### src/core/serial_unit_consts.vh
// Constants shared by the asynchronous serial transceiver design files.
`ifndef SERIAL_UNIT_CONSTS_VH
`define SERIAL_UNIT_CONSTS_VH

// Register addresses on the plain register port.
`define ADDR_TX_CTRL     4'h0
`define ADDR_RX_CTRL     4'h1
`define ADDR_BAUD_CTRL   4'h2
`define ADDR_BAUD_LOW    4'h3
`define ADDR_BAUD_HIGH   4'h4
`define ADDR_TX_DATA     4'h5
`define ADDR_RX_DATA     4'h6
`define ADDR_FLAGS       4'h7

// Transmit control register fields.
`define TXC_ENABLE       0
`define TXC_NINE         1
`define TXC_POLARITY     2
`define TXC_NINTH_BIT    3
`define TXC_SHIFT_EMPTY  4
`define TXC_BUF_EMPTY    5

// Receive control register fields.
`define RXC_PORT_ENABLE  0
`define RXC_CONT_RECEIVE 1
`define RXC_NINE         2
`define RXC_ADDR_DETECT  3
`define RXC_MODE_SELECT  4
`define RXC_FRAMING      5
`define RXC_OVERRUN      6
`define RXC_NINTH_BIT    7

// Baud control and flag register fields.
`define BAUD_WIDE        0
`define FLAG_TX          0
`define FLAG_RX          1

// Reset values.
`define BAUD_LOW_RESET   8'h00
`define BAUD_HIGH_RESET  8'h00
`define BYTE_ZERO        8'h00

// Timing in oversampling ticks, sixteen ticks per bit.
`define TICKS_LAST       4'hf
`define TICKS_HALF       4'h7
`define TICK_ZERO        4'h0

// Transmit frame lengths in bits, start and stop bits included; receive lengths count data bits only.
`define TX_FRAME_EIGHT   4'ha
`define TX_FRAME_NINE    4'hb
`define RX_DATA_EIGHT    4'h8
`define RX_DATA_NINE     4'h9

// Receive buffer entry: framing error, ninth bit, eight data bits.
`define FIFO_WIDTH       10
`define FIFO_DEPTH       2
`define ENTRY_FRAMING_ERROR_STATUS       9
`define ENTRY_NINTH      8

`endif

### src/core/baud_tick_gen.v
// Shared baud generator producing one tick per sixteenth of a bit period.
`default_nettype none
`include "serial_unit_consts.vh"

module baud_tick_gen (
	input  wire        clk,
	input  wire        rst_n,
	input  wire        wide_mode,
	input  wire [15:0] period,
	input  wire        restart,
	output reg         tick
);

	reg [15:0] count;
	wire [15:0] reload;

	// In narrow mode only the low byte sets the period.
	assign reload = wide_mode ? period : {8'h00, period[7:0]};

	always @(posedge clk or negedge rst_n) begin
		if (!rst_n) begin
			count <= 16'h0000;
			tick  <= 1'b0;
		end else if (restart) begin
			count <= reload;
			tick  <= 1'b0;
		end else if (count == 16'h0000) begin
			count <= reload;
			tick  <= 1'b1;
		end else begin
			count <= count - 16'h0001;
			tick  <= 1'b0;
		end
	end

endmodule // baud_tick_gen

`default_nettype wire

### src/core/receive_fifo.v
// Two-entry receive buffer holding data, ninth bit and framing error.
`default_nettype none
`include "serial_unit_consts.vh"

module receive_fifo (
	input  wire                   clk,
	input  wire                   rst_n,
	input  wire                   flush,
	input  wire                   push,
	input  wire [`FIFO_WIDTH-1:0] push_data,
	input  wire                   pop,
	output wire [`FIFO_WIDTH-1:0] head,
	output wire                   empty,
	output wire                   full
);

	reg [`FIFO_WIDTH-1:0] mem [0:`FIFO_DEPTH-1];
	reg                   wr_ptr;
	reg                   rd_ptr;
	reg [1:0]             count;
	wire                  do_push;
	wire                  do_pop;

	assign empty   = (count == 2'd0);
	assign full    = (count == 2'd2);
	assign head    = mem[rd_ptr];
	assign do_push = push && !full;
	assign do_pop  = pop && !empty;

	always @(posedge clk) begin
		if (do_push) begin
			mem[wr_ptr] <= push_data;
		end
	end

	always @(posedge clk or negedge rst_n) begin
		if (!rst_n) begin
			wr_ptr <= 1'b0;
			rd_ptr <= 1'b0;
			count  <= 2'd0;
		end else if (flush) begin
			wr_ptr <= 1'b0;
			rd_ptr <= 1'b0;
			count  <= 2'd0;
		end else begin
			if (do_push) begin
				wr_ptr <= ~wr_ptr;
			end
			if (do_pop) begin
				rd_ptr <= ~rd_ptr;
			end
			if (do_push && !do_pop) begin
				count <= count + 2'd1;
			end else if (do_pop && !do_push) begin
				count <= count - 2'd1;
			end
		end
	end

endmodule // receive_fifo

`default_nettype wire

### src/core/async_serial_transceiver.v
// Asynchronous serial transmitter and receiver with its register port.
//
// Chosen here: the register offsets and the plain strobed port.
`default_nettype none
`include "serial_unit_consts.vh"

module async_serial_transceiver (
	input  wire       clk,
	input  wire       rst_n,
	input  wire [3:0] addr,
	input  wire [7:0] wdata,
	input  wire       wr,
	input  wire       rd,
	output reg  [7:0] rdata,
	input  wire       rx_line,
	output wire       tx_line,
	output wire       tx_oe
);

	////////////////////////////////////////////////////////////////////////////
	localparam RX_IDLE  = 2'b00;
	localparam RX_START = 2'b01;
	localparam RX_DATA  = 2'b10;
	localparam RX_STOP  = 2'b11;

	function majority;
		input [2:0] s;
		begin
			majority = (s[0] & s[1]) | (s[0] & s[2]) | (s[1] & s[2]);
		end
	endfunction

	// Control bits written by software.
	reg        transmit_enable_bit;
	reg        nine_bit_transmit_select;
	reg        output_polarity_bit;
	reg        transmit_ninth_bit;
	reg        port_enable_bit;
	reg        continuous_receive_enable;
	reg        nine_bit_receive_select;
	reg        address_detect_enable;
	reg        mode_select_bit;
	reg        baud_wide;
	reg  [7:0] baud_low;
	reg  [7:0] baud_high;

	// Transmit state.
	reg  [7:0]  transmit_buffer;
	reg         buffer_ninth;
	reg         buffer_full;
	reg  [10:0] transmit_shift_register;
	reg  [3:0]  tx_bits_left;
	reg  [3:0]  tx_ticks;
	reg         tx_busy;
	reg         transmit_buffer_empty_flag;

	// Receive state.
	reg  [1:0] rx_state;
	reg  [3:0] rx_ticks;
	reg  [3:0] rx_bits;
	reg  [8:0] receive_shift_register;
	reg  [2:0] rx_samples;
	reg        rx_prev;
	reg        overrun_error_status;

	wire       tick;
	wire       tx_active;
	wire       rx_active;
	wire       baud_restart;
	wire       tx_write;
	wire       rx_pop;
	wire       tx_load;
	wire       rx_vote;
	wire       rx_push;
	wire       rx_keep;
	wire [7:0] rx_char;
	wire       rx_ninth;
	wire [`FIFO_WIDTH-1:0] fifo_head;
	wire       fifo_empty;
	wire       fifo_full;
	wire       framing_error_status;
	wire       receive_ninth_bit;
	wire       receive_data_available_flag;
	wire       shift_register_empty_status;

	////////////////////////////////////////////////////////////////////////////
	assign tx_active    = transmit_enable_bit && !mode_select_bit && port_enable_bit;
	assign rx_active    = continuous_receive_enable && !mode_select_bit && port_enable_bit;
	assign tx_write     = wr && (addr == `ADDR_TX_DATA);
	assign rx_pop       = rd && (addr == `ADDR_RX_DATA);
	assign baud_restart = wr && ((addr == `ADDR_BAUD_LOW) || (addr == `ADDR_BAUD_HIGH));

	baud_tick_gen u_baud (
		.clk       (clk),
		.rst_n     (rst_n),
		.wide_mode (baud_wide),
		.period    ({baud_high, baud_low}),
		.restart   (baud_restart),
		.tick      (tick)
	);

	////////////////////////////////////////////////////////////////////////////
	// Register writes.
	always @(posedge clk or negedge rst_n) begin
		if (!rst_n) begin
			transmit_enable_bit       <= 1'b0;
			nine_bit_transmit_select  <= 1'b0;
			output_polarity_bit       <= 1'b0;
			transmit_ninth_bit        <= 1'b0;
			port_enable_bit           <= 1'b0;
			continuous_receive_enable <= 1'b0;
			nine_bit_receive_select   <= 1'b0;
			address_detect_enable     <= 1'b0;
			mode_select_bit           <= 1'b0;
			baud_wide                 <= 1'b0;
			baud_low                  <= `BAUD_LOW_RESET;
			baud_high                 <= `BAUD_HIGH_RESET;
		end else if (wr) begin
			if (addr == `ADDR_TX_CTRL) begin
				transmit_enable_bit      <= wdata[`TXC_ENABLE];
				nine_bit_transmit_select <= wdata[`TXC_NINE];
				output_polarity_bit      <= wdata[`TXC_POLARITY];
				transmit_ninth_bit       <= wdata[`TXC_NINTH_BIT];
			end else if (addr == `ADDR_RX_CTRL) begin
				port_enable_bit           <= wdata[`RXC_PORT_ENABLE];
				continuous_receive_enable <= wdata[`RXC_CONT_RECEIVE];
				nine_bit_receive_select   <= wdata[`RXC_NINE];
				address_detect_enable     <= wdata[`RXC_ADDR_DETECT];
				mode_select_bit           <= wdata[`RXC_MODE_SELECT];
			end else if (addr == `ADDR_BAUD_CTRL) begin
				baud_wide <= wdata[`BAUD_WIDE];
			end else if (addr == `ADDR_BAUD_LOW) begin
				baud_low <= wdata;
			end else if (addr == `ADDR_BAUD_HIGH) begin
				baud_high <= wdata;
			end
		end
	end

	////////////////////////////////////////////////////////////////////////////
	// Transmit buffer and shift register.
	assign tx_load = buffer_full && !tx_busy && tx_active;
	assign shift_register_empty_status = !tx_busy;

	always @(posedge clk or negedge rst_n) begin
		if (!rst_n) begin
			transmit_buffer <= `BYTE_ZERO;
			buffer_ninth    <= 1'b0;
			buffer_full     <= 1'b0;
		end else if (!port_enable_bit) begin
			buffer_full <= 1'b0;
		end else if (tx_write) begin
			transmit_buffer <= wdata;
			buffer_ninth    <= transmit_ninth_bit;
			buffer_full     <= 1'b1;
		end else if (tx_load) begin
			buffer_full <= 1'b0;
		end
	end

	always @(posedge clk or negedge rst_n) begin
		if (!rst_n) begin
			transmit_shift_register <= 11'h7ff;
			tx_bits_left            <= `TICK_ZERO;
			tx_ticks                <= `TICK_ZERO;
			tx_busy                 <= 1'b0;
		end else if (!tx_active) begin
			transmit_shift_register <= 11'h7ff;
			tx_bits_left            <= `TICK_ZERO;
			tx_ticks                <= `TICK_ZERO;
			tx_busy                 <= 1'b0;
		end else if (tx_load) begin
			// Stop, optional ninth bit, data and start; LSB leaves first.
			transmit_shift_register <= {1'b1, nine_bit_transmit_select ? buffer_ninth : 1'b1,
				transmit_buffer, 1'b0};
			tx_bits_left            <= nine_bit_transmit_select ? `TX_FRAME_NINE : `TX_FRAME_EIGHT;
			tx_ticks                <= `TICK_ZERO;
			tx_busy                 <= 1'b1;
		end else if (tx_busy && tick) begin
			if (tx_ticks == `TICKS_LAST) begin
				tx_ticks                <= `TICK_ZERO;
				transmit_shift_register <= {1'b1, transmit_shift_register[10:1]};
				tx_bits_left            <= tx_bits_left - 4'h1;
				if (tx_bits_left == 4'h1) begin
					tx_busy <= 1'b0;
				end
			end else begin
				tx_ticks <= tx_ticks + 4'h1;
			end
		end
	end

	// Registered flag, so it settles one cycle after the buffer write.
	always @(posedge clk or negedge rst_n) begin
		if (!rst_n) begin
			transmit_buffer_empty_flag <= 1'b0;
		end else begin
			transmit_buffer_empty_flag <= tx_active && !buffer_full;
		end
	end

	// Gated by the enables so the line drops to idle in the same cycle the port or transmitter is switched off.
	assign tx_line = ((tx_busy && tx_active) ? transmit_shift_register[0] : 1'b1)
		^ output_polarity_bit;
	assign tx_oe   = port_enable_bit;

	////////////////////////////////////////////////////////////////////////////
	// Receiver: oversampling data recovery and receive shift register.
	assign rx_vote  = majority(rx_samples);
	assign rx_char  = nine_bit_receive_select ? receive_shift_register[7:0] : receive_shift_register[8:1];
	assign rx_ninth = nine_bit_receive_select ? receive_shift_register[8] : 1'b0;
	assign rx_keep  = !(address_detect_enable && nine_bit_receive_select && !rx_ninth);
	assign rx_push  = rx_active && (rx_state == RX_STOP) && tick && (rx_ticks == `TICKS_LAST)
		&& rx_keep && !overrun_error_status && !fifo_full;

	always @(posedge clk or negedge rst_n) begin
		if (!rst_n) begin
			rx_samples <= 3'b111;
			rx_prev    <= 1'b1;
		end else begin
			rx_prev <= rx_line;
			if (tick) begin
				rx_samples <= {rx_samples[1:0], rx_line};
			end
		end
	end

	always @(posedge clk or negedge rst_n) begin
		if (!rst_n) begin
			rx_state               <= RX_IDLE;
			rx_ticks               <= `TICK_ZERO;
			rx_bits                <= `TICK_ZERO;
			receive_shift_register <= 9'h000;
		end else if (!rx_active || overrun_error_status) begin
			rx_state <= RX_IDLE;
			rx_ticks <= `TICK_ZERO;
		end else begin
			case (rx_state)
				RX_IDLE: begin
					if (rx_prev && !rx_line) begin
						rx_state <= RX_START;
						rx_ticks <= `TICK_ZERO;
					end
				end
				RX_START: begin
					if (tick) begin
						rx_ticks <= rx_ticks + 4'h1;
						if (rx_ticks == `TICKS_HALF) begin
							rx_ticks <= `TICK_ZERO;
							rx_bits  <= `TICK_ZERO;
							rx_state <= rx_vote ? RX_IDLE : RX_DATA;
						end
					end
				end
				RX_DATA: begin
					if (tick) begin
						rx_ticks <= rx_ticks + 4'h1;
						if (rx_ticks == `TICKS_LAST) begin
							receive_shift_register <= {rx_vote, receive_shift_register[8:1]};
							rx_bits                <= rx_bits + 4'h1;
							if (rx_bits == (nine_bit_receive_select ? `RX_DATA_NINE : `RX_DATA_EIGHT) - 4'h1) begin
								rx_state <= RX_STOP;
							end
						end
					end
				end
				default: begin
					if (tick) begin
						rx_ticks <= rx_ticks + 4'h1;
						if (rx_ticks == `TICKS_LAST) begin
							rx_state <= RX_IDLE;
						end
					end
				end
			endcase
		end
	end

	// Overrun: a kept character arrives with both entries full.
	always @(posedge clk or negedge rst_n) begin
		if (!rst_n) begin
			overrun_error_status <= 1'b0;
		end else if (!continuous_receive_enable || !port_enable_bit) begin
			overrun_error_status <= 1'b0;
		end else if (rx_active && (rx_state == RX_STOP) && tick && (rx_ticks == `TICKS_LAST)
			&& rx_keep && fifo_full) begin
			overrun_error_status <= 1'b1;
		end
	end

	receive_fifo u_fifo (
		.clk       (clk),
		.rst_n     (rst_n),
		.flush     (!port_enable_bit),
		.push      (rx_push),
		.push_data ({~rx_vote, rx_ninth, rx_char}),
		.pop       (rx_pop),
		.head      (fifo_head),
		.empty     (fifo_empty),
		.full      (fifo_full)
	);

	assign framing_error_status        = !fifo_empty && fifo_head[`ENTRY_FRAMING_ERROR_STATUS];
	assign receive_ninth_bit           = !fifo_empty && fifo_head[`ENTRY_NINTH];
	assign receive_data_available_flag = rx_active && !fifo_empty;

	////////////////////////////////////////////////////////////////////////////
	// Register reads; data stands in the cycle after the read strobe.
	always @(posedge clk or negedge rst_n) begin
		if (!rst_n) begin
			rdata <= `BYTE_ZERO;
		end else if (rd) begin
			if (addr == `ADDR_TX_CTRL) begin
				rdata <= {2'b00, transmit_buffer_empty_flag, shift_register_empty_status,
					transmit_ninth_bit, output_polarity_bit, nine_bit_transmit_select, transmit_enable_bit};
			end else if (addr == `ADDR_RX_CTRL) begin
				rdata <= {receive_ninth_bit, overrun_error_status, framing_error_status, mode_select_bit,
					address_detect_enable, nine_bit_receive_select, continuous_receive_enable, port_enable_bit};
			end else if (addr == `ADDR_BAUD_CTRL) begin
				rdata <= {7'h00, baud_wide};
			end else if (addr == `ADDR_BAUD_LOW) begin
				rdata <= baud_low;
			end else if (addr == `ADDR_BAUD_HIGH) begin
				rdata <= baud_high;
			end else if (addr == `ADDR_RX_DATA) begin
				rdata <= fifo_empty ? `BYTE_ZERO : fifo_head[7:0];
			end else if (addr == `ADDR_FLAGS) begin
				rdata <= {6'h00, receive_data_available_flag, transmit_buffer_empty_flag};
			end else begin
				rdata <= `BYTE_ZERO;
			end
		end
	end

endmodule // async_serial_transceiver

`default_nettype wire

### config.mk
export PLATFORM = sky130hd
export DESIGN_NAME = async_serial_transceiver
export DESIGN_NICKNAME = d
export VERILOG_FILES = /design/src/core/baud_tick_gen.v /design/src/core/receive_fifo.v /design/src/core/async_serial_transceiver.v
export VERILOG_INCLUDE_DIRS = /design/src /design/src/core
export SDC_FILE = /design/constraint.sdc
export NUM_CORES = 1
export LEC_CHECK = 0
export ABC_AREA = 1
export BUFFER_PORTS_ARGS = -buffer_cell sky130_fd_sc_hd__buf_2
export CORE_MARGIN = 1.5
export CORE_UTILIZATION = 35
export CTS_BUF_LIST = sky130_fd_sc_hd__clkbuf_8
export DETAILED_ROUTE_END_ITERATION = 6
export GPL_TIMING_DRIVEN = 0
export SYNTH_ARGS = -nofsm -noshare
export SYNTH_HDL_FRONTEND = slang
export SYNTH_SLANG_ARGS = --single-unit
export TNS_END_PERCENT = 100
### constraint.sdc
create_clock -name clk -period 4.7 [get_ports clk]
set_input_delay 0.47 -clock clk [delete_from_list [all_inputs] [get_ports clk]]
set_output_delay 0.47 -clock clk [all_outputs]
set_load 0.05 [all_outputs]
=== Word-level counts from Yosys, hierarchy flattened ===
Memories as Yosys holds them, arrays and structs flattened.
Cells that the tools add are included.

* Memory bits (writable): 20
* Memories: 1
* Output and inout bits: 10
* Bits in registers: 110
* Input port bits: 17
* Word-level logic and storage cells: 227

* Add/sub/neg operators: 8
* Bitwise logic cells: 14
* Mux-type cells: 72
* Reduce and logical (&&, ||, !) cells: 66
* Eq/ne operators: 33

{| class="wikitable"
|+ Memories
! memory !! depth !! bits a word !! read ports !! clocked after Yosys merged registers in !! write ports !! RTL line !! text
|-
| u_fifo.mem || 2 || 10 || 1 || 0 || 1 || receive_fifo.v:17 || <nowiki>reg [`FIFO_WIDTH-1:0] mem [0:`FIFO_DEPTH-1];</nowiki>
|}

{| class="wikitable"
|+ Operator list
! cell !! number
|-
| $mux 4 || 17
|-
| $mux 8 || 8
|-
| $mux 16 || 3
|-
| $mux 11 || 4
|-
| $logic_and 1x1->1 || 29
|-
| $mux 2 || 14
|-
| $mux 1 || 23
|-
| $eq 4x3->1 const B || 5
|-
| $logic_not 16->1 || 1
|-
| $pmux 4 s2 || 2
|-
| $sub 16x1->16 const B || 1
|-
| $ne 3x1->1 const B || 5
|-
| $logic_not 1->1 || 14
|-
| $add 4x1->4 const B || 3
|-
| $ne 3x3->1 const B || 4
|-
| $reduce_and 6->1 || 2
|-
| $reduce_and 3->1 || 3
|-
| $eq 4x1->1 const B || 2
|-
| $eq 4x2->1 const B || 2
|-
| $eq 4x4->1 const B || 2
|-
| $ne 2x1->1 const B || 4
|-
| $not 1->1 || 8
|-
| $reduce_and 4->1 || 2
|-
| $reduce_and 8->1 || 1
|-
| 20 further kinds || 34
|}

=== Logic depth before layout (Yosys ltp) ===
Gate-level depths: netlist of run 1.

* Word-level depth: 15
* Gate-level depth with buffers: 10
* Depth with buffers taken out: 10

=== Modules after synthesis ===
Synthesis of run 1 repeated with hierarchy kept, for this count alone.

* Cell total of the unflattened synthesis: 784
* Area, all modules: 6581.3 um^2

{| class="wikitable"
|+ By module, submodules not included
! module !! sequential area each (um^2) !! cells an instance !! times used !! area each (um^2)
|-
| async_serial_transceiver || 2219.6 || 545 || 1 || 4515.6
|-
| baud_tick_gen || 425.4 || 145 || 1 || 1073.5
|-
| receive_fifo || 700.7 || 94 || 1 || 992.2
|}

=== Worst setup path before layout of run 1 ===
No wires, ideal clock.

* Path type: reg-to-output
* From: reg port_enable_bit, in the netlist tx_oe
* To: out tx_line
* Required time: 4230 ps
* Stages on the path, launching flop included: 8
* Buffers on the path: 1
* Data arrival time: 1983 ps
* Setup slack: 2247 ps
* Cells stage by stage: dfrtp_1 -> buf_6 -> inv_4 -> nor2_4 -> nand2_4 -> inv_1 -> nand3_1 -> xor2_1

* Longest elaborated chain between the ends: 4

{| class="wikitable"
|+ Ends and longest elaborated chain
! item !! RTL line !! text
|-
| start, declared || async_serial_transceiver.v:38 || <nowiki>reg port_enable_bit;</nowiki>
|-
| start signal, assigned || async_serial_transceiver.v:125 || <nowiki>port_enable_bit <= wdata[`RXC_PORT_ENABLE];</nowiki>
|-
| $logic_and 1x1->1 || async_serial_transceiver.v:87 || <nowiki>assign tx_active = transmit_enable_bit && !mode_select_bit && port_enable_bit;</nowiki>
|-
| $logic_and 1x1->1 || async_serial_transceiver.v:203 || <nowiki>assign tx_line = ((tx_busy && tx_active) ? transmit_shift_register[0] : 1'b1)</nowiki>
|-
| $mux 1 || async_serial_transceiver.v:203 ||
|-
| $xor 1x1->1 || async_serial_transceiver.v:204 || <nowiki>^ output_polarity_bit;</nowiki>
|-
| end, declared || async_serial_transceiver.v:16 || <nowiki>output wire tx_line,</nowiki>
|}

No other way between the ends.

=== Final worst setup path of run 1 ===
Ends and elaborated chain as after synthesis.

==> results.tsv, run 1 <==
metric	value	unit
largest net degree at the start of global routing	90	
worst min path class	input port to register	
IO buf count	25	
Post-DP Area	6800	um2
final worst-path cycle share	0.516	
WL final	14700	um
sw frac	0.353	
CP Class	register to output pin	
clock power share	0.307	
CTS root buf	clkbuf_8	
hold_buf cts	1	
post-layout util	0.401	
sum of negative setup slack	0	ns
H-tree depth	4	
CTS Sinks	129	
Routed WL per cell	14.1	um
synthesized net count	778	
Die Footprint	19000	um2
fmax	412	MHz
largest area contributor in the netlist	dfrtp_1	
Die X	138	um
clk slew on worst S/H paths	0.08	ns
GPL Wtd Cong	0.873	
Routed Antenna Nets	0	
DRC errors left	0	
Critical Path AT	1.96	ns
Syn Inst Count	754	
CTS max path bufs	2	
fin. max-slew vios	0	
first-pass GRT wire length	24200	um
total power	0.00304	W
Final Skew	0.0134	ns
Synth area leaders	dfrtp_1 (37%), nand2_1 (13%), edfxtp_1 (9.5%), o21ai_0 (6.2%), dfstp_2 (5.8%)	
CTS resizes	0	
Slew @ Worst Pin	0.892	ns
TritonCTS Buffers	17	
design area	7190	um2
Sequential Power Share	0.481	
Tmin final	2.43	ns
# Post-CTS Setup Buffers	0	
maximum vdd drop	192	uV
antenna fix cells	0	
Mean Syn Cell Area	8.43	um2
CTS tree	yes	
final count of hold timing violations	0	
Rel. slew slack	0.403	
outcome	finished, final reports clean	
Initial DRC Count	305	
Switch Pwr	0.00108	W
most common cell after layout, fill and taps aside	nand2_1	
Pre-Repair DR Iteration Count	4	
post-synth top area share	0.374	
synthesis-to-finish area growth	13.1	%
Setup-failing EPs final	0	
row count	49	
Die Y	138	um
vias	4948	
Crit. End Element	output pin	
core box area	17900	um2
share of cells above drive strength 1	0.151	
initial core utilization	0.355	
Synth Register Bits	129	
initial antenna violation count	0	
Synth cell types	42	
sequential area share after synthesis	0.527	
highest-count cells in the layout ignoring fill and taps	nand2_1 (227), dfrtp_1 (95), o21ai_0 (79)	
combinational power share	0.211	
final net count	824	
dpl hpwl	10800	um
Post-Syn Area	6350	um2
Internal	0.00197	W
Leak Pwr	3.28	nW
routed vias/inst	4.75	
Max-Cap Viols	0	
Required @ worst endpoint	4.23	ns
Clk Latency, worst-skew pair	0.46	ns
grt total ovfl	0	
RSZ-0062 raised after global routing	false	
pwr/cell area	423	nW/um2
CP Max Fanout	10	
total track usage	0.170	
yosys warns	0	
CP Launch Type	register	
vias in the first global route	4823	
# IOs	27	
-- power by group through the flow --
stage	logic [W]	clock network [W]	registers [W]
2_1_floorplan	0.000455	0	0.00147
3_3_place_gp	0.000634	0	0.00148
3_5_place_dp	0.000646	0	0.00149
4_1_cts	0.000651	0.000956	0.00146
5_1_grt	0.000737	0.000998	0.00149
6_report	0.000643	0.000935	0.00146
-- stage by stage --
stage / instances / setup WS [ns] / hold WS (ns)
detailed placement: 1009 / 2.32 / 0.346
floorplan: 754 / 2.25 / 0.174
finish: 1042 / 2.27 / 0.128
CTS: 1042 / 2.24 / 0.108
global placement: 1008 / 1.75 / 0.456
global route: 1042 / 2.06 / 0.110
-- state kept, by name (all words and copies together) (netlist names), 2 cells and up --
register                 flops
receive_shift_register       9
rx_samples                   3
rx_ticks                     4
rx_state                     2
transmit_shift_register     10
transmit_buffer              8
u_fifo.mem                  20
baud_low                     8
tx_bits_left                 4
rdata                        8
tx_ticks                     4
rx_bits                      4
u_baud.count                16
baud_high                    8
u_fifo.count                 2
-- per-layer routing --
metal / global-route usage / part of all wire
met1: 0.223 / 0.48
met2: 0.275 / 0.47
met3: 0.0408 / 0.033
met4: 0.0573 / 0.017
met5: 0 / 0
-- cells by family after synthesis --
logic type,after synthesis,share of synthesized area
flip-flops,129,0.527
AO/OA/AOI/OAI,134,0.115
XOR/XNOR,15,0.0207
adder cells (fa/ha/maj),7,0.0138
AND/OR/NAND/NOR,372,0.256
buffers and inverters,97,0.0675
-- final timing paths --
kind	start	end	slack [ns]	cells after the start
min in group asynchronous	rst_n	rx_ticks[3]$_DFFE_PN0P_	0.43	2
max	tx_oe$_DFFE_PN0P_	tx_line	2.27	8
max reg2reg	rx_ticks[0]$_DFFE_PN0P_	u_fifo.mem[1][3]$_DFFE_PP_	2.32	7
max in group asynchronous	rst_n	transmit_shift_register[7]$_DFFE_PN1P_	3.52	3
min reg2reg	u_baud.count[0]$_DFF_PN0_	u_baud.count[0]$_DFF_PN0_	0.47	1
min	rx_line	rx_prev$_DFF_PN1_	0.13	1
-- cell usage after synthesis --
| cell | count |
|---|---|
| nand3_1 | 43 |
| nor2_1 | 58 |
| nand4_2 | 1 |
| o21ai_0 | 79 |
| nand2_1 | 227 |
| dfstp_2 | 14 |
| clkbuf_2 | 1 |
| nand2_4 | 2 |
| o21ai_4 | 1 |
| inv_1 | 72 |
| nor3b_1 | 1 |
| nand4_1 | 12 |
| inv_4 | 1 |
| o21bai_1 | 1 |
| a21oi_1 | 15 |
| inv_2 | 5 |
| o21ai_1 | 20 |
| buf_6 | 5 |
| inv_6 | 1 |
| nand2_2 | 6 |
| o21ai_2 | 5 |
| buf_2 | 3 |
| ha_1 | 7 |
| xnor2_1 | 5 |
| nor2_8 | 1 |
| a22oi_1 | 1 |
| nand3b_1 | 1 |
| dfrtp_1 | 95 |
| edfxtp_1 | 20 |
| nor3_1 | 4 |
| a22oi_2 | 1 |
| nand3_2 | 3 |
| o21a_1 | 1 |
| buf_4 | 1 |
| buf_8 | 1 |
| o2111ai_1 | 1 |
| clkinv_1 | 1 |
| xor2_1 | 10 |
| clkbuf_1 | 6 |
| nor2_4 | 6 |
| o22ai_1 | 9 |
| nor2_2 | 7 |
-- worst max-delay path, cell delays in order (launching register included) --
cell	delay, ns
dfrtp_1	0.40
buf_6	0.18
inv_4	0.06
nor2_4	0.09
nand2_4	0.08
inv_1	0.11
nand3_1	0.09
xor2_1	0.20
buf_2	0.30
-- area by class of cell --
| class | instances | area [um2] |
|---|---|---|
| fill | 1874 | 10700 |
| sequential | 129 | 3350 |
| multi-input combinational | 528 | 2580 |
| inverter | 80 | 308 |
| tap | 229 | 287 |
| clock buffer | 17 | 234 |
| timing repair buffer | 27 | 169 |
| clock inverter | 15 | 144 |
| buffer | 17 | 121 |
(Power assumes the default switching activity.)
==> run 2, diff against run 1 <==
Clock period 4.7 ns to 1.96 ns, I/O delays scaled along.
==> run 2 against run 1 <==
Final cell count up 0.77%. First-iteration DRC count increased by 6.6%. Worst setup slack got worse by 2.1 ns. Wire length rose by 2.0%. Combinational power grew 150%. Critical endpoint is now u_fifo.mem[1][9]$_DFFE_PP_. Clock power rose by 140%. Utilization increased by 0.91 points. Non-clock buffer count increased by 8. Sequential cell count unchanged. Highest routed layer unchanged. Design area increased by 2.3%.
==> results.tsv, run 2 (synthesized netlist as in run 1, its figures left out) <==
metric	value	unit	change
Crit. End Element	register		was output pin
Setup crit end	u_fifo.mem[1][9]$_DFFE_PP_		was tx_line
CTS tree	yes		unchanged
Final Skew	0.0153	ns	was 0.0134 ns
row count	49		unchanged
r2r endpoint	u_fifo.mem[1][9]$_DFFE_PP_		was u_fifo.mem[1][3]$_DFFE_PP_
CTS Sinks	129		unchanged
fmax	546	MHz	
Slew @ Worst Pin	0.827	ns	was 0.892 ns
CP Max Fanout	10		unchanged
DRC errors left	0		unchanged
routed vias/inst	4.80		was 4.75
Post-DP Area	6810	um2	was 6800 um2
CTS max path bufs	2		unchanged
max incr delay on CP	0.39	ns	was 0.40 ns
sum of negative setup slack	0	ns	unchanged
Max-Cap Viols	0		unchanged
clk slew on worst S/H paths	0.09	ns	was 0.08 ns
Required @ worst endpoint	2.13	ns	was 4.23 ns
Critical-path top delay cell	dfrtp_1		unchanged
pwr/cell area	997	nW/um2	was 423 nW/um2
CTS root buf	clkbuf_8		unchanged
RSZ-0062 raised after global routing	false		unchanged
Switch Pwr	0.00259	W	was 0.00108 W
RR Startpoint	rx_ticks[0]$_DFFE_PN0P_		unchanged
sw frac	0.353		about the same
dpl ws	-0.452	ns	was 2.32 ns
total track usage	0.174		was 0.170
max reg flops	20		unchanged
synthesis-to-finish area growth	15.7	%	was 13.1%
Routed Antenna Nets	0		unchanged
hold_ws	0.0255	ns	was 0.128 ns
outcome	finished, final reports clean		unchanged
Tmin final	1.83	ns	
# fillers	1813		was 1874
largest net degree at the start of global routing	83		was 90
maximum vdd drop	564	uV	was 192 uV
fin worst setup slack	0.128	ns	was 2.27 ns
CP Launch Type	register		unchanged
Cell Chain, Critical Path	ha_1 -> nand2_1 -> nor2_4 -> nand2_1 -> nor2_2 -> nand2_2 -> nor2_4 -> buf_12		was buf_6 -> inv_4 -> nor2_4 -> nand2_4 -> inv_1 -> nand3_1 -> xor2_1 -> buf_2
Setup-failing EPs final	0		unchanged
Die X	138	um	unchanged
Reg2Reg Setup Slack	0.13	ns	was 2.32 ns
final worst-path cycle share	0.935		
fin. max-slew vios	0		unchanged
Leak Pwr	3.32	nW	was 3.28 nW
Sequential Power Share	0.480		was 0.481
Internal	0.00474	W	was 0.00197 W
highest-count cells in the layout ignoring fill and taps	nand2_1 (226), dfrtp_1 (94), o21ai_0 (79)		was nand2_1 (227), dfrtp_1 (95), o21ai_0 (79)
combinational power share	0.216		was 0.211
Die Y	138	um	unchanged
Routed WL per cell	14.3	um	was 14.1 um
clock power share	0.304		was 0.307
core box area	17900	um2	unchanged
initial core utilization	0.355		unchanged
dpl hpwl	11000	um	was 10800 um
vias in the first global route	4864		was 4823
final net count	832		was 824
share of cells above drive strength 1	0.166		was 0.151
Initial DRC Count	325		was 305
IO buf count	25		unchanged
antenna fix cells	0		unchanged
Clk Latency, worst-skew pair	0.45	ns	was 0.46 ns
Critical Path AT	2.01	ns	was 1.96 ns
final count of hold timing violations	0		unchanged
initial antenna violation count	0		unchanged
first-pass GRT wire length	24800	um	was 24200 um
worst min path class	input port to register		unchanged
grt total ovfl	0		unchanged
H-tree depth	4		unchanged
most common cell after layout, fill and taps aside	nand2_1		unchanged
Largest Register	u_fifo.mem		unchanged
CP Class	register to register		was register to output pin
Setup crit start	rx_ticks[0]$_DFFE_PN0P_		was tx_oe$_DFFE_PN0P_
vias	5042		was 4948
Die Footprint	19000	um2	unchanged
design area	7350	um2	was 7190 um2
GPL Wtd Cong	0.888		was 0.873
WL final	15000	um	was 14700 um
Rel. slew slack	0.443		was 0.403
Regs by FF count	u_fifo.mem (20), u_baud.count (16), transmit_shift_register (10)		unchanged
# IOs	27		unchanged
Pre-Repair DR Iteration Count	7		was 4
post-layout util	0.411		was 0.401
R2R depth	8		was 7
TritonCTS Buffers	17		unchanged
## run 2: cell types whose count changed in the layout (fill, tap and decap cells not counted), moves of 2 or more
cell / change
clkinv_4: +3
buf_4: +3
buf_12: +2
inv_6: -4
nor2_1: -3
nor2_4: +3
dlygate4sd3_1: +3
## run 2: through the flow
step,cells,power [W]
after global placement,1008,0.00508
after CTS,1049,0.00739
after floorplan,754,0.00462
after detailed placement,1009,0.00513
after global routing,1050,0.00781
final,1050,0.00733
## run 2: worst max-delay path: cells and delay by family (launching register included)
family                   cells  cell delay, ns
AND/OR/NAND/NOR              6            0.84
adder cells (fa/ha/maj)      1            0.18
buffers and inverters        1            0.14
flip-flops                   1            0.39
## run 2: worst min-delay path by stage
stage | from | to | slack [ns] | depth (start not counted)
6_report | wdata[6] | baud_high[6]$_DFFE_PN0P_ | 0.03 | 3
5_1_grt | wdata[6] | baud_high[6]$_DFFE_PN0P_ | 0.01 | 3
4_1_cts | wdata[6] | baud_high[6]$_DFFE_PN0P_ | 0.0008 | 3
3_5_place_dp | rst_n | rx_bits[1]$_DFFE_PN0P_ | 0.1 | 1
3_3_place_gp | rx_line | rx_prev$_DFF_PN1_ | 0.33 | 1
2_1_floorplan | rst_n | address_detect_enable$_DFFE_PN0P_ | -0.1 | 0
## run 2: what timing repair did
item	CTS	global route
endpoints found under the hold margin	32	0
resized for setup	10	5
endpoints found under the setup margin	21	21
pin swaps	3	1
hold buffers	4	0
buffers inserted	4	1
## run 2: final cells by class
| cell class | instances | area [um2] | area share |
|---|---|---|---|
| multi-input cells | 528 | 2640 | 0.359 |
| well taps | 229 | 287 | 0.0390 |
| flip-flops and latches | 129 | 3350 | 0.455 |
| clock inverters | 15 | 148 | 0.0201 |
| clock buffers | 17 | 234 | 0.0318 |
| repair buffers | 35 | 268 | 0.0364 |
| plain buffers | 17 | 121 | 0.0165 |
| inverters | 80 | 310 | 0.0422 |
## run 2: power by group through the flow
stage / logic (W) / clock network, W / registers [W]
global route: 0.00181 / 0.00242 / 0.00357
finish: 0.00158 / 0.00223 / 0.00352
global placement: 0.00152 / 0 / 0.00356
floorplan: 0.00109 / 0 / 0.00353
CTS: 0.00160 / 0.00229 / 0.00351
detailed placement: 0.00156 / 0 / 0.00356
## run 2: routing by layer
metal | vias to the layer above | track usage | part of all wire
li1 | 2564 | - | -
met1 | 2376 | 0.232 | 0.48
met2 | 87 | 0.275 | 0.47
met3 | 15 | 0.0497 | 0.039
met4 | 0 | 0.0515 | 0.013
met5 | - | 0 | 0
==> run 3, diff against run 2 <==
Settings changed: SYNTH_HIERARCHICAL set to 1.
==> run 3 against run 2 <==
Utilization increased by 1.2 points. Sequential cell count unchanged. First-iteration DRC count grew 29%. Synthesized area increased by 3.6%. Clock power is essentially flat. Final cell count rose by 4.2%. Sequential power fell by 1%. Non-clock buffer count is 15 higher. Highest routed layer unchanged.
==> results.tsv, run 3 <==
metric	value	unit	change
pwr/cell area	965	nW/um2	was 997 nW/um2
Setup crit start	rx_ticks[0]$_DFFE_PN0P_		unchanged
largest area contributor in the netlist	dfrtp_1		unchanged
Leak Pwr	3.53	nW	was 3.32 nW
core box area	18200	um2	was 17900 um2
maximum vdd drop	459	uV	was 564 uV
worst min path class	input port to register		unchanged
fmax	534	MHz	was 546 MHz
Mean Syn Cell Area	8.39	um2	was 8.43 um2
CTS Sinks	129		unchanged
CTS max path bufs	2		unchanged
Rel. slew slack	0.655		was 0.443
CTS tree	yes		unchanged
synthesis-to-finish area growth	16.9	%	was 15.7%
Regs by FF count	u_fifo/mem (20), u_baud/count (16), transmit_shift_register (10)		was u_fifo.mem (20), u_baud.count (16), transmit_shift_register (10)
r2r endpoint	u_fifo/mem[0][8]$_DFFE_PP_		was u_fifo.mem[1][9]$_DFFE_PP_
outcome	finished, final reports clean		unchanged
initial antenna violation count	0		unchanged
WL final	15300	um	was 15000 um
# IOs	27		unchanged
Synth cell types	44		was 42
Slew @ Worst Pin	0.512	ns	was 0.827 ns
R2R depth	8		unchanged
Routed Antenna Nets	0		unchanged
Final Skew	0.0143	ns	was 0.0153 ns
Routed WL per cell	14.0	um	was 14.3 um
Reg2Reg Setup Slack	0.09	ns	was 0.13 ns
Pre-Repair DR Iteration Count	5		was 7
fin worst setup slack	0.0875	ns	was 0.128 ns
synthesized net count	812		was 778
TritonCTS Buffers	17		unchanged
Clk Latency, worst-skew pair	0.45	ns	about the same
Die X	140	um	was 138 um
final net count	880		was 832
Synth Register Bits	129		unchanged
first-pass GRT wire length	25500	um	was 24800 um
Tmin final	1.87	ns	was 1.83 ns
total track usage	0.166		was 0.174
post-synth top area share	0.361		was 0.374
number of synthesized flops with an enable pin	20		unchanged
Initial DRC Count	419		was 325
Syn Inst Count	784		was 754
Setup crit end	u_fifo/mem[0][8]$_DFFE_PP_		was u_fifo.mem[1][9]$_DFFE_PP_
Setup-failing EPs final	0		unchanged
grt total ovfl	0		unchanged
largest net degree at the start of global routing	60		was 83
Required @ worst endpoint	2.12	ns	was 2.13 ns
Synth area leaders	dfrtp_1 (36%), nand2_1 (13%), edfxtp_1 (9.1%), o21ai_0 (5.6%), dfstp_2 (5.6%)		was dfrtp_1 (37%), nand2_1 (13%), edfxtp_1 (9.5%), o21ai_0 (6.2%), dfstp_2 (5.8%)
Critical Path AT	2.03	ns	was 2.01 ns
max reg flops	20		unchanged
share of cells above drive strength 1	0.195		was 0.166
IO buf count	25		unchanged
row count	49		unchanged
Crit. End Element	register		unchanged
final count of hold timing violations	0		unchanged
vias in the first global route	4972		was 4864
most common cell after layout, fill and taps aside	nand2_1		unchanged
CTS root buf	clkbuf_8		unchanged
sequential area share after synthesis	0.508		was 0.527
yosys warns	6		was 0
synth cell count leaders	nand2_1 (230), dfrtp_1 (95), inv_1 (79)		was nand2_1 (227), dfrtp_1 (95), o21ai_0 (79)
top-count cell post-synth	nand2_1		unchanged
Post-Syn Area	6580	um2	was 6350 um2
initial core utilization	0.361		was 0.355
dpl ws	-0.193	ns	was -0.452 ns
highest-count cells in the layout ignoring fill and taps	nand2_1 (228), dfrtp_1 (94), inv_1 (84)		was nand2_1 (226), dfrtp_1 (94), o21ai_0 (79)
CP Launch Type	register		unchanged
fin. max-slew vios	0		unchanged
clk slew on worst S/H paths	0.08	ns	was 0.09 ns
final worst-path cycle share	0.955		was 0.935
Async SR Flop Fraction	0.845		unchanged
Die Footprint	19600	um2	was 19000 um2
vias	5223		was 5042
CP Class	register to register		unchanged
total power	0.00743	W	was 0.00733 W
Synth Flop Type	dfrtp_1		unchanged
DRC errors left	0		unchanged
Die Y	140	um	was 138 um
CP Max Fanout	10		unchanged
RR Startpoint	rx_ticks[0]$_DFFE_PN0P_		unchanged
Largest Register	u_fifo/mem		was u_fifo.mem
routed vias/inst	4.77		was 4.80
GPL Wtd Cong	0.866		was 0.888
antenna fix cells	0		unchanged
H-tree depth	4		unchanged
Max-Cap Viols	0		unchanged
dpl hpwl	10900	um	was 11000 um
run 3: cell count changes after synthesis, sizes merged, moves of 4 or more:
cell,previous run,this run
a21oi,15,21
ha,7,11
inv,79,88
nand2,235,240
nor2,72,76
nor3,4,11
o21ai,105,100
or2,0,4
run 3: how the worst min path moves through the flow:
stage	from	end	slack [ns]	cells past startpoint
after detailed placement	rst_n	u_baud/count[13]$_DFF_PN0_	0.19	1
final	rd	rdata[6]$_DFFE_PN0P_	0.04	3
after floorplan	rst_n	address_detect_enable$_DFFE_PN0P_	-0.1	0
after global routing	rd	rdata[6]$_DFFE_PN0P_	0.03	3
after global placement	rx_line	rx_prev$_DFF_PN1_	0.32	1
after CTS	rd	rdata[6]$_DFFE_PN0P_	0.02	3
run 3: worst max-delay path: stages (launching register included):
cell and delay (ns):
dfrtp_1 0.36, ha_2 0.19, nand2_2 0.07, nor2_4 0.10
nand4_1 0.17, nor4_4 0.23, nand2_2 0.16, nor2_4 0.15
buf_12 0.14
run 3: repair_timing:
item,4_1_cts,5_1_grt
setup endpoints to repair,23,25
cloned,0,0
pin swaps,8,8
hold buffers,2,0
endpoints found under the hold margin,49,0
resized for setup,7,6
buffers inserted,14,9
run 3: layer usage:
layer	GRT usage	routed length (um)	part of all wire
met1	0.223	7250	0.47
met2	0.269	7250	0.47
met3	0.0376	560	0.037
met4	0.0499	216	0.014
met5	0	0	0
run 3: kinds of logic (layout without fill, tap and decap cells):
group,Yosys count,in the layout,share of synthesized area
AND/OR/NAND/NOR,390,390,0.268
AO/OA/AOI/OAI,134,134,0.112
flip-flops,129,129,0.508
buffers and inverters,106,187,0.0719
XOR/XNOR,13,13,0.0173
adder cells (fa/ha/maj),11,11,0.0209
multiplexers,1,1,0.00152
run 3: through the flow:
stage / std cells / TNS [ns] / cell area, um2 / hold slack [ns] / util
final: 1094 / 0 / 7690 / 0.0380 / 0.422
after global routing: 1094 / -0.0145 / 7690 / 0.0278 / 0.422
after CTS: 1087 / -0.490 / 7610 / 0.0164 / 0.418
after detailed placement: 1039 / -3.83 / 7050 / 0.186 / 0.387
after global placement: 1038 / -71.95 / 7020 / 0.316 / 0.385
after floorplan: 784 / 0 / 6600 / -0.0996 / -
run 3: final cells by class:
type / count / area, um2
fill: 1809 / 10500
timing repair buffer: 49 / 364
inverter: 88 / 330
tap: 229 / 287
multi-input combinational: 549 / 2830
clock buffer: 21 / 289
clock inverter: 11 / 98.8
sequential: 129 / 3350
buffer: 18 / 146
run 3: report_power, final:
part / switching [W] / total, W / internal [W]
registers: 0.000339 / 0.00347 / 0.00313
clock network: 0.00103 / 0.00226 / 0.00123
logic: 0.00107 / 0.00169 / 0.000621
